**src/verilog/alsr_pkg.sv**
```systemverilog
// alsr_pkg: constants for the alternate link statistics responder
// assumes: compiled before alsr_top, nothing else needed
`default_nettype none

package alsr_pkg;
    // query and response codes
    localparam logic [7:0] CMD_STATS_QUERY = 8'h39;
    localparam logic [15:0] RESP_CODE_STATS = 16'h00b9;
    localparam logic [15:0] REASON_NONE = 16'h0000;
    localparam logic [31:0] UNIMPL_VALUE = 32'hffffffff;

    // counter slots, in frame order
    localparam int unsigned NUM_COUNTERS = 15;
    localparam int unsigned IDX_TX_OCTET_QUADS = 0;
    localparam int unsigned IDX_RX_OCTET_QUADS = 1;
    localparam int unsigned IDX_TX_PACKET_COUNT = 2;
    localparam int unsigned IDX_TX_STALL_TICKS = 4;
    localparam int unsigned IDX_TX_DROP_COUNT = 5;
    localparam int unsigned ACC_W = 34;
    localparam int unsigned OCTET_LANES = 4;

    // frame layout: bytes 0..67 leave the block
    localparam int unsigned FRAME_WORDS = 16;
    localparam logic [6:0] CSUM_IDX = 7'h40;
    localparam logic [6:0] LAST_IDX = 7'h43;

    // link type field
    localparam int unsigned LINK_TYPE_ALT_BIT = 0;

    // register offsets
    localparam logic [7:0] ADDR_LINK_CFG = 8'h00;
    localparam logic [7:0] ADDR_RATE_CFG = 8'h04;
    localparam logic [7:0] ADDR_THRESH = 8'h08;
    localparam logic [7:0] ADDR_STATUS = 8'h0c;
    localparam logic [7:0] ADDR_QUERY_CNT = 8'h10;

    // reset values
    localparam logic [7:0] LINK_CFG_RST = 8'h00;
    localparam logic [7:0] RATE_CFG_RST = 8'hff;
    localparam logic [7:0] PHY_THR_RST = 8'h08;
    localparam logic [7:0] OVR_THR_RST = 8'h04;

    localparam logic [1:0] RESP_OKAY = 2'b00;
    localparam logic [1:0] RESP_SLVERR = 2'b10;

    typedef enum logic [0:0] {
        ALSR_IDLE = 1'b0,
        ALSR_SEND = 1'b1
    } alsr_state_t;
endpackage : alsr_pkg

`default_nettype wire

```
**src/verilog/alsr_top.sv**
```systemverilog
// alsr_top: link rate masks, port counters and statistics query answer
// assumes: event inputs are single-cycle pulses from logic on aclk;
// query parser and frame sender outside handle header and framing
`timescale 1ns/100ps
`default_nettype none

// Notes on behaviour
// active rate byte one-hot only when alternate fabric and link up, else zero
// supported rate byte sets one bit per supported rate, SDR bit 0
// ethernet link type reports zero supported rates
// controller sends query code 0x39 with header, checksum and pad
// query support needed only where alternate fabric is implemented
// good query accepted when idle, answered with response code 0xb9
// answer holds codes, counters in fixed order, then 32-bit checksum
// unimplemented counters answer as all ones
// counters clear only on reset; reads leave them alone
// octet counters count data octets over all lanes divided by four
// packet counters count every packet, errored ones included
// stall ticks count ticks with data pending and nothing sent
// drop counter counts outbound packets dropped, port down or congested
// minor lane errors counted once per event across lanes
// successful link error recoveries counted
// failed recoveries that take the link down counted
// received packets containing errors counted
// received packets ending in bad-packet delimiter counted
// received packets the relay cannot forward counted
// integrity count rises when local physical errors exceed threshold
// overrun count rises after threshold consecutive periods with overrun
// management lane packets dropped for lack of resources counted
// link type bit 0 picks ethernet (0) or alternate fabric (1)
// multi-byte fields leave most significant byte first
module alsr_top
    import alsr_pkg::*;
#(
    parameter int unsigned ADDR_W = 8,
    parameter logic [NUM_COUNTERS-1:0] COUNTER_IMPL = 15'h7fff,
    parameter logic ALT_FABRIC_CAPABLE = 1'b1
) (
    input wire logic aclk,
    input wire logic aresetn,
    input wire logic ce,
    input wire logic [ADDR_W-1:0] s_axi_awaddr,
    input wire logic s_axi_awvalid,
    output logic s_axi_awready,
    input wire logic [31:0] s_axi_wdata,
    input wire logic [3:0] s_axi_wstrb,
    input wire logic s_axi_wvalid,
    output logic s_axi_wready,
    output logic [1:0] s_axi_bresp,
    output logic s_axi_bvalid,
    input wire logic s_axi_bready,
    input wire logic [ADDR_W-1:0] s_axi_araddr,
    input wire logic s_axi_arvalid,
    output logic s_axi_arready,
    output logic [31:0] s_axi_rdata,
    output logic [1:0] s_axi_rresp,
    output logic s_axi_rvalid,
    input wire logic s_axi_rready,
    input wire logic query_valid,
    input wire logic [7:0] query_cmd,
    input wire logic query_bad,
    output logic query_ready,
    output logic resp_valid,
    output logic [7:0] resp_data,
    output logic resp_last,
    input wire logic resp_ready,
    input wire logic phys_link_up,
    input wire logic [2:0] active_rate_index,
    output logic [7:0] active_rate_mask,
    output logic [7:0] supported_rate_mask,
    input wire logic [7:0] tx_octets,
    input wire logic [7:0] rx_octets,
    input wire logic tx_packet,
    input wire logic rx_packet,
    input wire logic tx_tick,
    input wire logic tx_pending,
    input wire logic tx_sent,
    input wire logic tx_drop,
    input wire logic lane_minor_error,
    input wire logic recovery_ok,
    input wire logic recovery_fail,
    input wire logic rx_bad_packet,
    input wire logic rx_ebp_packet,
    input wire logic rx_unforwardable,
    input wire logic local_phy_error,
    input wire logic fc_period_end,
    input wire logic overrun_error,
    input wire logic mgmt_lane_drop
);

    function automatic logic [7:0] word_byte(input logic [31:0] w,
                                             input logic [1:0] lane);
        case (lane)
            2'h0: word_byte = w[31:24];
            2'h1: word_byte = w[23:16];
            2'h2: word_byte = w[15:8];
            default: word_byte = w[7:0];
        endcase
    endfunction : word_byte

    function automatic logic addr_is(input logic [ADDR_W-1:0] a,
                                     input logic [7:0] off);
        logic [ADDR_W-1:0] o;
        o = ADDR_W'(off);
        addr_is = (a[ADDR_W-1:2] == o[ADDR_W-1:2]);
    endfunction : addr_is

    function automatic logic [7:0] put_byte(input logic [7:0] old,
                                            input logic [31:0] d,
                                            input logic [3:0] strb,
                                            input logic [1:0] lane);
        put_byte = strb[lane] ? d[8*lane +: 8] : old;
    endfunction : put_byte

    alsr_state_t state;
    logic [7:0] link_type_cfg;
    logic [7:0] rate_support_cfg;
    logic [7:0] phy_error_threshold;
    logic [7:0] overrun_period_threshold;
    logic [31:0] query_count;
    logic aw_got;
    logic w_got;
    logic [ADDR_W-1:0] aw_addr_q;
    logic [31:0] w_data_q;
    logic [3:0] w_strb_q;
    logic wr_fire;
    logic [31:0] next_rdata;
    logic alt_mode;
    logic [ACC_W-1:0] acc [NUM_COUNTERS];
    logic [ACC_W-1:0] amt [NUM_COUNTERS];
    logic [NUM_COUNTERS-1:0] ev_inc;
    logic tick_all_pend;
    logic tick_any_sent;
    logic stall_hit;
    logic [7:0] phy_err_run;
    logic integ_hit;
    logic ovr_in_period;
    logic [7:0] ovr_run;
    logic period_bad;
    logic ovr_hit;
    logic [31:0] view [FRAME_WORDS];
    logic [31:0] snap [FRAME_WORDS];
    logic [31:0] csum_sum;
    logic [31:0] next_csum;
    logic [31:0] csum_q;
    logic [6:0] frame_idx;
    logic [6:0] next_idx;
    logic start;
    logic resp_fire;
    logic unimpl_ok;

    // link type from bit 0
    assign alt_mode = link_type_cfg[LINK_TYPE_ALT_BIT];

    always_ff @(posedge aclk) begin
        if (!aresetn) begin
            active_rate_mask <= 8'h00;
            supported_rate_mask <= 8'h00;
        end else if (ce) begin
            // one-hot only while up
            active_rate_mask <= (alt_mode && phys_link_up) ?
                                8'(8'h01 << active_rate_index) : 8'h00;
            // supported rates
            supported_rate_mask <= alt_mode ? rate_support_cfg : 8'h00;
        end
    end

    // tick tracking
    assign stall_hit = tx_tick && tick_all_pend && tx_pending
                       && !tick_any_sent && !tx_sent;

    always_ff @(posedge aclk) begin
        if (!aresetn) begin
            tick_all_pend <= 1'b0;
            tick_any_sent <= 1'b0;
        end else if (ce) begin
            tick_all_pend <= tx_tick ? 1'b1 : (tick_all_pend && tx_pending);
            tick_any_sent <= tx_tick ? 1'b0 : (tick_any_sent || tx_sent);
        end
    end

    // threshold exceeded
    assign integ_hit = local_phy_error &&
                       (phy_err_run >= phy_error_threshold);

    always_ff @(posedge aclk) begin
        if (!aresetn) begin
            phy_err_run <= 8'h00;
        end else if (ce && local_phy_error) begin
            phy_err_run <= integ_hit ? 8'h00 : 8'(phy_err_run + 8'h01);
        end
    end

    // consecutive bad periods
    assign period_bad = ovr_in_period || overrun_error;
    assign ovr_hit = fc_period_end && period_bad &&
                     (8'(ovr_run + 8'h01) >= overrun_period_threshold);

    always_ff @(posedge aclk) begin
        if (!aresetn) begin
            ovr_in_period <= 1'b0;
            ovr_run <= 8'h00;
        end else if (ce) begin
            ovr_in_period <= fc_period_end ? 1'b0 :
                             (ovr_in_period || overrun_error);
            if (fc_period_end) begin
                ovr_run <= (period_bad && !ovr_hit) ?
                           8'(ovr_run + 8'h01) : 8'h00;
            end
        end
    end

    // event slots
    assign ev_inc = {mgmt_lane_drop, ovr_hit, integ_hit, rx_unforwardable,
                     rx_ebp_packet, rx_bad_packet, recovery_fail,
                     recovery_ok, lane_minor_error, tx_drop, stall_hit,
                     rx_packet, tx_packet, 2'b00};

    // events kept times four, octets kept raw, quads read above bit 1
    always_comb begin
        for (int i = 0; i < NUM_COUNTERS; i++) begin
            amt[i] = {31'h0, ev_inc[i], 2'b00};
        end
        amt[IDX_TX_OCTET_QUADS] = {26'h0, tx_octets};
        amt[IDX_RX_OCTET_QUADS] = {26'h0, rx_octets};
    end

    // cleared by reset only
    always_ff @(posedge aclk) begin
        if (!aresetn) begin
            for (int i = 0; i < NUM_COUNTERS; i++) begin
                acc[i] <= 34'h0;
            end
        end else if (ce) begin
            for (int i = 0; i < NUM_COUNTERS; i++) begin
                acc[i] <= acc[i] + amt[i];
            end
        end
    end

    // answer words
    always_comb begin
        view[0] = {RESP_CODE_STATS, REASON_NONE};
        for (int i = 0; i < NUM_COUNTERS; i++) begin
            view[i + 1] = COUNTER_IMPL[i] ? acc[i][ACC_W-1:2] : UNIMPL_VALUE;
        end
    end

    // checksum over codes and counters
    always_comb begin
        csum_sum = 32'h0;
        for (int i = 0; i < FRAME_WORDS; i++) begin
            csum_sum = csum_sum + {16'h0, view[i][31:16]}
                                + {16'h0, view[i][15:0]};
        end
        next_csum = (~csum_sum) + 32'h1;
    end

    // good query starts the answer
    assign start = ce && query_valid && query_ready && ALT_FABRIC_CAPABLE
                   && (query_cmd == CMD_STATS_QUERY) && !query_bad;
    assign resp_fire = ce && resp_valid && resp_ready;
    assign next_idx = 7'(frame_idx + 7'h01);

    always_ff @(posedge aclk) begin
        if (!aresetn) begin
            for (int i = 0; i < FRAME_WORDS; i++) begin
                snap[i] <= 32'h0;
            end
            csum_q <= 32'h0;
        end else if (start) begin
            snap <= view;
            csum_q <= next_csum;
        end
    end

    // most significant byte first
    always_ff @(posedge aclk) begin
        if (!aresetn) begin
            state <= ALSR_IDLE;
            query_ready <= 1'b0;
            resp_valid <= 1'b0;
            resp_data <= 8'h00;
            resp_last <= 1'b0;
            frame_idx <= 7'h00;
            query_count <= 32'h0;
        end else if (ce) begin
            case (state)
                ALSR_IDLE: begin
                    query_ready <= 1'b1;
                    if (start) begin
                        state <= ALSR_SEND;
                        query_ready <= 1'b0;
                        resp_valid <= 1'b1;
                        resp_data <= word_byte(view[0], 2'h0);
                        resp_last <= 1'b0;
                        frame_idx <= 7'h00;
                    end
                end
                ALSR_SEND: begin
                    if (resp_fire) begin
                        if (frame_idx == LAST_IDX) begin
                            state <= ALSR_IDLE;
                            query_ready <= 1'b1;
                            resp_valid <= 1'b0;
                            resp_last <= 1'b0;
                            query_count <= query_count + 32'h1;
                        end else begin
                            frame_idx <= next_idx;
                            resp_last <= (next_idx == LAST_IDX);
                            resp_data <= (next_idx < CSUM_IDX) ?
                                word_byte(snap[next_idx[5:2]], next_idx[1:0])
                                : word_byte(csum_q, next_idx[1:0]);
                        end
                    end
                end
                default: begin
                    state <= ALSR_IDLE;
                    resp_valid <= 1'b0;
                end
            endcase
        end
    end

    always_comb begin
        unimpl_ok = 1'b1;
        for (int i = 0; i < NUM_COUNTERS; i++) begin
            if (!COUNTER_IMPL[i] && snap[i + 1] != UNIMPL_VALUE) begin
                unimpl_ok = 1'b0;
            end
        end
    end

    // AXI4-Lite write side
    assign wr_fire = ce && aw_got && w_got;

    always_ff @(posedge aclk) begin
        if (!aresetn) begin
            s_axi_awready <= 1'b1;
            s_axi_wready <= 1'b1;
            s_axi_bvalid <= 1'b0;
            s_axi_bresp <= RESP_OKAY;
            aw_got <= 1'b0;
            w_got <= 1'b0;
            aw_addr_q <= '0;
            w_data_q <= 32'h0;
            w_strb_q <= 4'h0;
        end else if (ce) begin
            if (s_axi_awvalid && s_axi_awready) begin
                aw_got <= 1'b1;
                s_axi_awready <= 1'b0;
                aw_addr_q <= s_axi_awaddr;
            end
            if (s_axi_wvalid && s_axi_wready) begin
                w_got <= 1'b1;
                s_axi_wready <= 1'b0;
                w_data_q <= s_axi_wdata;
                w_strb_q <= s_axi_wstrb;
            end
            if (aw_got && w_got) begin
                aw_got <= 1'b0;
                w_got <= 1'b0;
                s_axi_bvalid <= 1'b1;
                s_axi_bresp <= (addr_is(aw_addr_q, ADDR_LINK_CFG)
                    || addr_is(aw_addr_q, ADDR_RATE_CFG)
                    || addr_is(aw_addr_q, ADDR_THRESH)
                    || addr_is(aw_addr_q, ADDR_STATUS)
                    || addr_is(aw_addr_q, ADDR_QUERY_CNT)) ?
                    RESP_OKAY : RESP_SLVERR;
            end
            if (s_axi_bvalid && s_axi_bready) begin
                s_axi_bvalid <= 1'b0;
                s_axi_awready <= 1'b1;
                s_axi_wready <= 1'b1;
            end
        end
    end

    always_ff @(posedge aclk) begin
        if (!aresetn) begin
            link_type_cfg <= LINK_CFG_RST;
            rate_support_cfg <= RATE_CFG_RST;
            phy_error_threshold <= PHY_THR_RST;
            overrun_period_threshold <= OVR_THR_RST;
        end else if (wr_fire) begin
            if (addr_is(aw_addr_q, ADDR_LINK_CFG)) begin
                link_type_cfg <= put_byte(link_type_cfg, w_data_q,
                                          w_strb_q, 2'h0);
            end
            if (addr_is(aw_addr_q, ADDR_RATE_CFG)) begin
                rate_support_cfg <= put_byte(rate_support_cfg, w_data_q,
                                             w_strb_q, 2'h0);
            end
            if (addr_is(aw_addr_q, ADDR_THRESH)) begin
                phy_error_threshold <= put_byte(phy_error_threshold,
                                                w_data_q, w_strb_q, 2'h0);
                overrun_period_threshold <= put_byte(
                    overrun_period_threshold, w_data_q, w_strb_q, 2'h1);
            end
        end
    end

    // AXI4-Lite read side
    always_comb begin
        next_rdata = 32'h0;
        if (addr_is(s_axi_araddr, ADDR_LINK_CFG)) begin
            next_rdata = {24'h0, link_type_cfg};
        end else if (addr_is(s_axi_araddr, ADDR_RATE_CFG)) begin
            next_rdata = {24'h0, rate_support_cfg};
        end else if (addr_is(s_axi_araddr, ADDR_THRESH)) begin
            next_rdata = {16'h0, overrun_period_threshold,
                          phy_error_threshold};
        end else if (addr_is(s_axi_araddr, ADDR_STATUS)) begin
            next_rdata = {15'h0, (state == ALSR_SEND),
                          supported_rate_mask, active_rate_mask};
        end else if (addr_is(s_axi_araddr, ADDR_QUERY_CNT)) begin
            next_rdata = query_count;
        end
    end

    always_ff @(posedge aclk) begin
        if (!aresetn) begin
            s_axi_arready <= 1'b1;
            s_axi_rvalid <= 1'b0;
            s_axi_rdata <= 32'h0;
            s_axi_rresp <= RESP_OKAY;
        end else if (ce) begin
            if (s_axi_arvalid && s_axi_arready) begin
                s_axi_arready <= 1'b0;
                s_axi_rvalid <= 1'b1;
                s_axi_rdata <= next_rdata;
                s_axi_rresp <= (addr_is(s_axi_araddr, ADDR_LINK_CFG)
                    || addr_is(s_axi_araddr, ADDR_RATE_CFG)
                    || addr_is(s_axi_araddr, ADDR_THRESH)
                    || addr_is(s_axi_araddr, ADDR_STATUS)
                    || addr_is(s_axi_araddr, ADDR_QUERY_CNT)) ?
                    RESP_OKAY : RESP_SLVERR;
            end else if (s_axi_rvalid && s_axi_rready) begin
                s_axi_rvalid <= 1'b0;
                s_axi_arready <= 1'b1;
            end
        end
    end

endmodule : alsr_top

`default_nettype wire

```
**config.mk**
```make
export PLATFORM = sky130hd
export DESIGN_NAME = alsr_top
export DESIGN_NICKNAME = d
export VERILOG_FILES = /design/src/verilog/alsr_pkg.sv /design/src/verilog/alsr_top.sv
export SDC_FILE = /design/constraint.sdc
export NUM_CORES = 2
export LEC_CHECK = 0
export ABC_AREA = 0
export BUFFER_PORTS_ARGS = -buffer_cell sky130_fd_sc_hd__buf_2
export CAP_MARGIN = 20
export CELL_PAD_IN_SITES_DETAIL_PLACEMENT = 0
export CELL_PAD_IN_SITES_GLOBAL_PLACEMENT = 1
export CORE_ASPECT_RATIO = 0.6
export CORE_UTILIZATION = 30
export DETAILED_ROUTE_END_ITERATION = 12
export PLACE_DENSITY = 0.58
export SLEW_MARGIN = 25
export SYNTH_ARGS = -nofsm -noshare
export SYNTH_HDL_FRONTEND = slang
export SYNTH_SLANG_ARGS = --single-unit
```
**constraint.sdc**
```tcl
create_clock -name aclk -period 14.9 [get_ports aclk]
set_clock_uncertainty 0.15 [all_clocks]
set_input_delay 2.235 -clock aclk [delete_from_list [all_inputs] [get_ports aclk]]
set_output_delay 2.235 -clock aclk [all_outputs]
set_load 0.01 [all_outputs]
```
---- Word-level counts from Yosys, hierarchy flattened ----
Memory sizes are Yosys's and may differ from the RTL's.
Cells that the tools add are included.
storage, ports and cells
  flip-flop bits (word level) ............. 700
  memories ................................ 1
  bits in latches ......................... 0
  word-level logic and storage cells ...... 284
  ROM bits ................................ 0
  memory bits (writable) .................. 510
  output and inout bits ................... 68
  input bits .............................. 107
operators by class
  bitwise gates (word level) .............. 18
  shift-type cells ........................ 1
  order comparisons ....................... 4
  equal/unequal tests ..................... 17
  add/subtract/negate cells ............... 50
  div/mod/pow operators ................... 0
  $mul .................................... 0
  muxes and demuxes ....................... 77
  reduce and logical (&&, ||, !) cells .... 68
memories
  memory  words  width  rd ports  clocked after Yosys merged registers in  wr ports  RTL line         source
  acc     15     34     15        0                                        15        alsr_top.sv:129  logic [ACC_W-1:0] acc [NUM_COUNTERS];
operators with widths
  operator                                       number
  2-to-1 mux 34 bit                              15
  adder 32 x 16 -> 32 bit                        14
  adder 34 x 3 -> 34 bit                         13
  2-to-1 mux 32 bit                              7
  binary-select mux 32 bit (select 4 bit)        1
  adder 34 x 8 -> 34 bit                         2
  adder 32 x 1 -> 32 bit, second input constant  2
  2-to-1 mux 8 bit                               8
  one-hot mux 8 bit (3 select lines)             2
  2-to-1 mux 1 bit                               33
  adder 31 x 16 -> 32 bit                        1
  NOT 32 bit                                     1
  adder 30 x 16 -> 31 bit                        1
  adder 29 x 16 -> 30 bit                        1
  adder 28 x 16 -> 29 bit                        1
  adder 27 x 16 -> 28 bit                        1
  adder 26 x 16 -> 27 bit                        1
  adder 25 x 16 -> 26 bit                        1
  adder 24 x 16 -> 25 bit                        1
  logical AND 1 bit                              25
  adder 23 x 16 -> 24 bit                        1
  == test 6 x 2 -> 1 bit, second input constant  4
  adder 22 x 16 -> 23 bit                        1
  adder 21 x 16 -> 22 bit                        1
  other kinds (35)                               97

---- Depth between registers and ports, before layout ----
An unclocked memory read counts as a cell.
  word-level depth ........................ 33
  mapped depth ............................ 26
  mapped depth without buffers ............ 25

---- Least setup slack after synthesis ----
No wires, ideal clock.
  kind .................................... input to register
  start point ............................. in aresetn
  end point ............................... mem acc[0][0] (enable)
  setup time .............................. 3.449 ns
  slack ................................... 0.240 ns
  buffers on the path ..................... 4
  cell stages on the path ................. 5
  required time ........................... 11.301 ns
  arrival ................................. 11.061 ns
  cells stage by stage .................... clkbuf_1 -> clkbuf_1 -> clkbuf_1 -> clkbuf_1 -> nand2_1
RTL lines
  element      RTL line         source
  from (decl)  alsr_top.sv:40   input wire logic aresetn,
  to (decl)    alsr_top.sv:129

==> key figures <==
Status
  • Status: finished clean

Placed design
  • DP HPWL: 218 mm
  • PortBufs: 150
  • GPL Wtd Cong: 0.980

Clock network
  • TritonCTS buffer count: 138
  • Post_cts resized: 0
  • Clk pin slew, worst setup/hold paths: 70 ps
  • TritonCTS clock tree: yes
  • Worst skew pair latency: 820 ps
  • Clk buf depth: 4
  • CTS sink cnt: 1180
  • Root Buffer: clkbuf_16
  • CTS hold repair buffers: 0
  • H-tree levels: 4
  • Post-CTS Setup Bufs: 0

Timing
  • Final count of pins violating max slew: 0
  • Fin crit share: 60.9%
  • Max transition margin: 8.64%
  • Fmax: 0.110 GHz
  • # setup viols final: 0
  • RSZ-0062 raised after global routing: no
  • Measured slew at the worst slew-check pin: 1360 ps
  • Final hold violations: 0
  • Clock period minus worst slack: 9070 ps
  • Setup TNS Final: 0 ps

GRT
  • Largest net degree at the start of global routing: 202
  • First-pass GRT wire length: 399 mm
  • Vias in the first global route: 51.7k
  • Gr ovfl total: 0
  • Gr usage total: 23.5%
  • Initial antenna violation count: 23

Cells and area
  • Syn-to-layout area delta: 12.0%
  • Area occupied by registers: 28500 µm²
  • Filler cells: 24.1k
  • Net count, final: 8153
  • Commonest non-fill, non-tap cell in the layout: nand2_1
  • Most frequent cells in the layout: nand2_1 (1465), inv_1 (801), dfxtp_1 (695), a21boi_0 (565), edfxtp_1 (484)
  • Multi-input gate area: 37900 µm²
  • Share of post-route cells with drive strength above 1: 7.63%

Min path
  • Hold_sp: aw_got
  • Hold WC Path Type: flop to flop

Logic synthesis
  • Cell Area, Synth: 70800 µm²
  • Sequential fraction of the synthesis area: 40.2%
  • Synth warnings: 0
  • Top cell type's share of synthesized area: 20.5%
  • Post-synthesis register bit count: 1180
  • Post-Synth XOR/XNOR Area: 5.02%
  • Post-synth top area cell: edfxtp_1
  • Library cells used by synthesis: 92
  • Adder-cell area share of the yosys netlist: 14.9%
  • Simple-Gate Fraction of Synth Area: 18.2%
  • Top FF cell, synth: dfxtp_1
  • Post-synth EDFFs: 484
  • Synthesized instance count: 7468
  • Compound-gate portion of the synthesized area: 11.1%
  • Main combinational cell family by area after synthesis: simple AND/OR/NAND/NOR gates
  • Synth async-reset ratio: 0%
  • Syn Area/Cell: 9.48 µm²
  • Area contributors post-synth: edfxtp_1 (21%), dfxtp_1 (20%), fa_1 (13%)
  • Multiplexer area fraction after synthesis: 4.09%

Critical path
  • Worst EP required: 15420 ps
  • CP most frequent cell: fa_1
  • Crit path DAT: 9590 ps
  • Startpoint Class: flop
  • Worst Setup Path Type: flop to flop
  • Worst r2r src: acc[1][38]
  • Slowest Stage Delay on Critical Path: 890 ps
  • Crit path cell chain: inv_1 -> fa_1 -> inv_1 -> fa_1 -> fa_1 -> fa_1 -> fa_1 -> fa_1 -> inv_1 -> fa_1 -> fa_1 -> inv_1 -> ha_1 -> fa_1 -> a21o_1 -> a221oi_2 -> o221a_2 -> xor2_1 -> o221ai_2 -> nor4_1 -> a211o_1 -> nand3_1
  • Worst Setup SP: acc[1][38]
  • Worst Setup End Kind: flop
  • CP max-delay cell: fa_1
  • Setup crit end: csum_q[18]
  • CP Max Fanout: 8
  • Reg2reg setup slack: 5830 ps
  • Reg2reg end: csum_q[18]
  • R2r worst-path depth: 22

Route
  • Routed wire length: 285 mm
  • Drt first pass iters: 6
  • DR vias/cell: 5.19
  • Vias: 55.5k
  • Antenna Nets Post-Route: 0
  • Initial DRC count: 7012
  • WL/cell: 26.6 µm
  • DRC: 0

Floorplan
  • Core footprint: 233000 µm²
  • Chip Width: 629 µm
  • Die ar.: 238000 µm²
  • # rows: 137
  • Starting Density: 30.3%
  • Die height: 378 µm
  • I/O pin cnt: 175

Run
  • Max_cap viols: 0
-- through the flow --
stage / hold WS (ps) / worst slack [ps] / cell area, µm² / std cells / utilization (%)
global placement: 277 / 5990 / 74800 / 10500 / 32.0
finish: 294 / 5830 / 79300 / 10700 / 34.0
global route: 323 / 5540 / 79300 / 10700 / 34.0
detailed placement: 283 / 6020 / 74800 / 10500 / 32.0
CTS: 293 / 5980 / 79200 / 10700 / 33.9
floorplan: 269 / 240 / 70800 / 7469 / -
-- critical path: cells and delay by family, from the launching register on --
| kind | cells | cell delay [ps] |
|---|---|---|
| fa+ha+maj | 10 | 5430 |
| compound gates | 5 | 1370 |
| simple gates | 2 | 760 |
| flops | 1 | 610 |
| buf+inv | 4 | 320 |
| xor+xnor | 1 | 260 |
-- final cells by class --
cell class	instances	share of cell area [%]
antenna	4	0.0126
clock buffer	202	5.15
clock inverter	40	0.395
inverter	802	3.80
multi-input combinational	5110	47.8
sequential	1180	35.9
tap	3127	4.94
timing repair buffer	240	1.99
-- kinds of logic (layout without fill, tap and decap cells) --
group / after synthesis / after routing
xor+xnor: 404 / 404
compound gates: 1130 / 1130
mux: 183 / 183
flops: 1180 / 1180
other cells: 1 / 6
buf+inv: 1179 / 1284
fa+ha+maj: 574 / 574
simple gates: 2817 / 2817
-- sequential cells by signal (all words and copies together), names as in the netlist, 2 cells and up --
signal                    cells
overrun_period_threshold      8
query_count                  32
snap                        481
w_data_q                     16
frame_idx                     7
ovr_run                       8
aw_addr_q                     6
resp_data                     8
active_rate_mask              8
phy_err_run                   8
acc                         484
s_axi_rdata                  32
rate_support_cfg              8
link_type_cfg                 8
supported_rate_mask           8
w_strb_q                      2
phy_error_threshold           8
csum_q                       32
-- worst min-delay path by stage --
stage	end	cells past startpoint	slack, ps
2_1_floorplan	aw_got	2	270
3_3_place_gp	aw_got	2	280
3_5_place_dp	aw_got	2	280
4_1_cts	aw_got	2	290
5_1_grt	aw_got	2	320
6_report	aw_got	2	290
-- synthesized netlist by cell type, types with 70 or more instances --
| cell type | number |
|---|---|
| a21boi_0 | 565 |
| a21oi_1 | 173 |
| and2_1 | 189 |
| and3_1 | 105 |
| clkbuf_1 | 312 |
| dfxtp_1 | 696 |
| edfxtp_1 | 484 |
| fa_1 | 444 |
| ha_1 | 130 |
| inv_1 | 801 |
| mux2i_1 | 89 |
| mux4_2 | 84 |
| nand2_1 | 1467 |
| nand3_1 | 270 |
| nand4_1 | 86 |
| nor2_1 | 350 |
| nor2b_1 | 70 |
| o21ai_0 | 171 |
| or3_1 | 87 |
| xnor2_1 | 308 |
| xor2_1 | 94 |
-- layer usage --
metal | vias up | GRT usage [%] | wire length [µm]
met4 | 8 | 3.16 | 3630
met5 | - | 0 | 56
met3 | 214 | 9.55 | 37700
met2 | 2327 | 27.9 | 98400
met1 | 28200 | 38.3 | 145000
li1 | 24800 | - | -
Power is not shown: default switching activity piles up to over one toggle a cycle in this logic, so the estimate is an artifact.
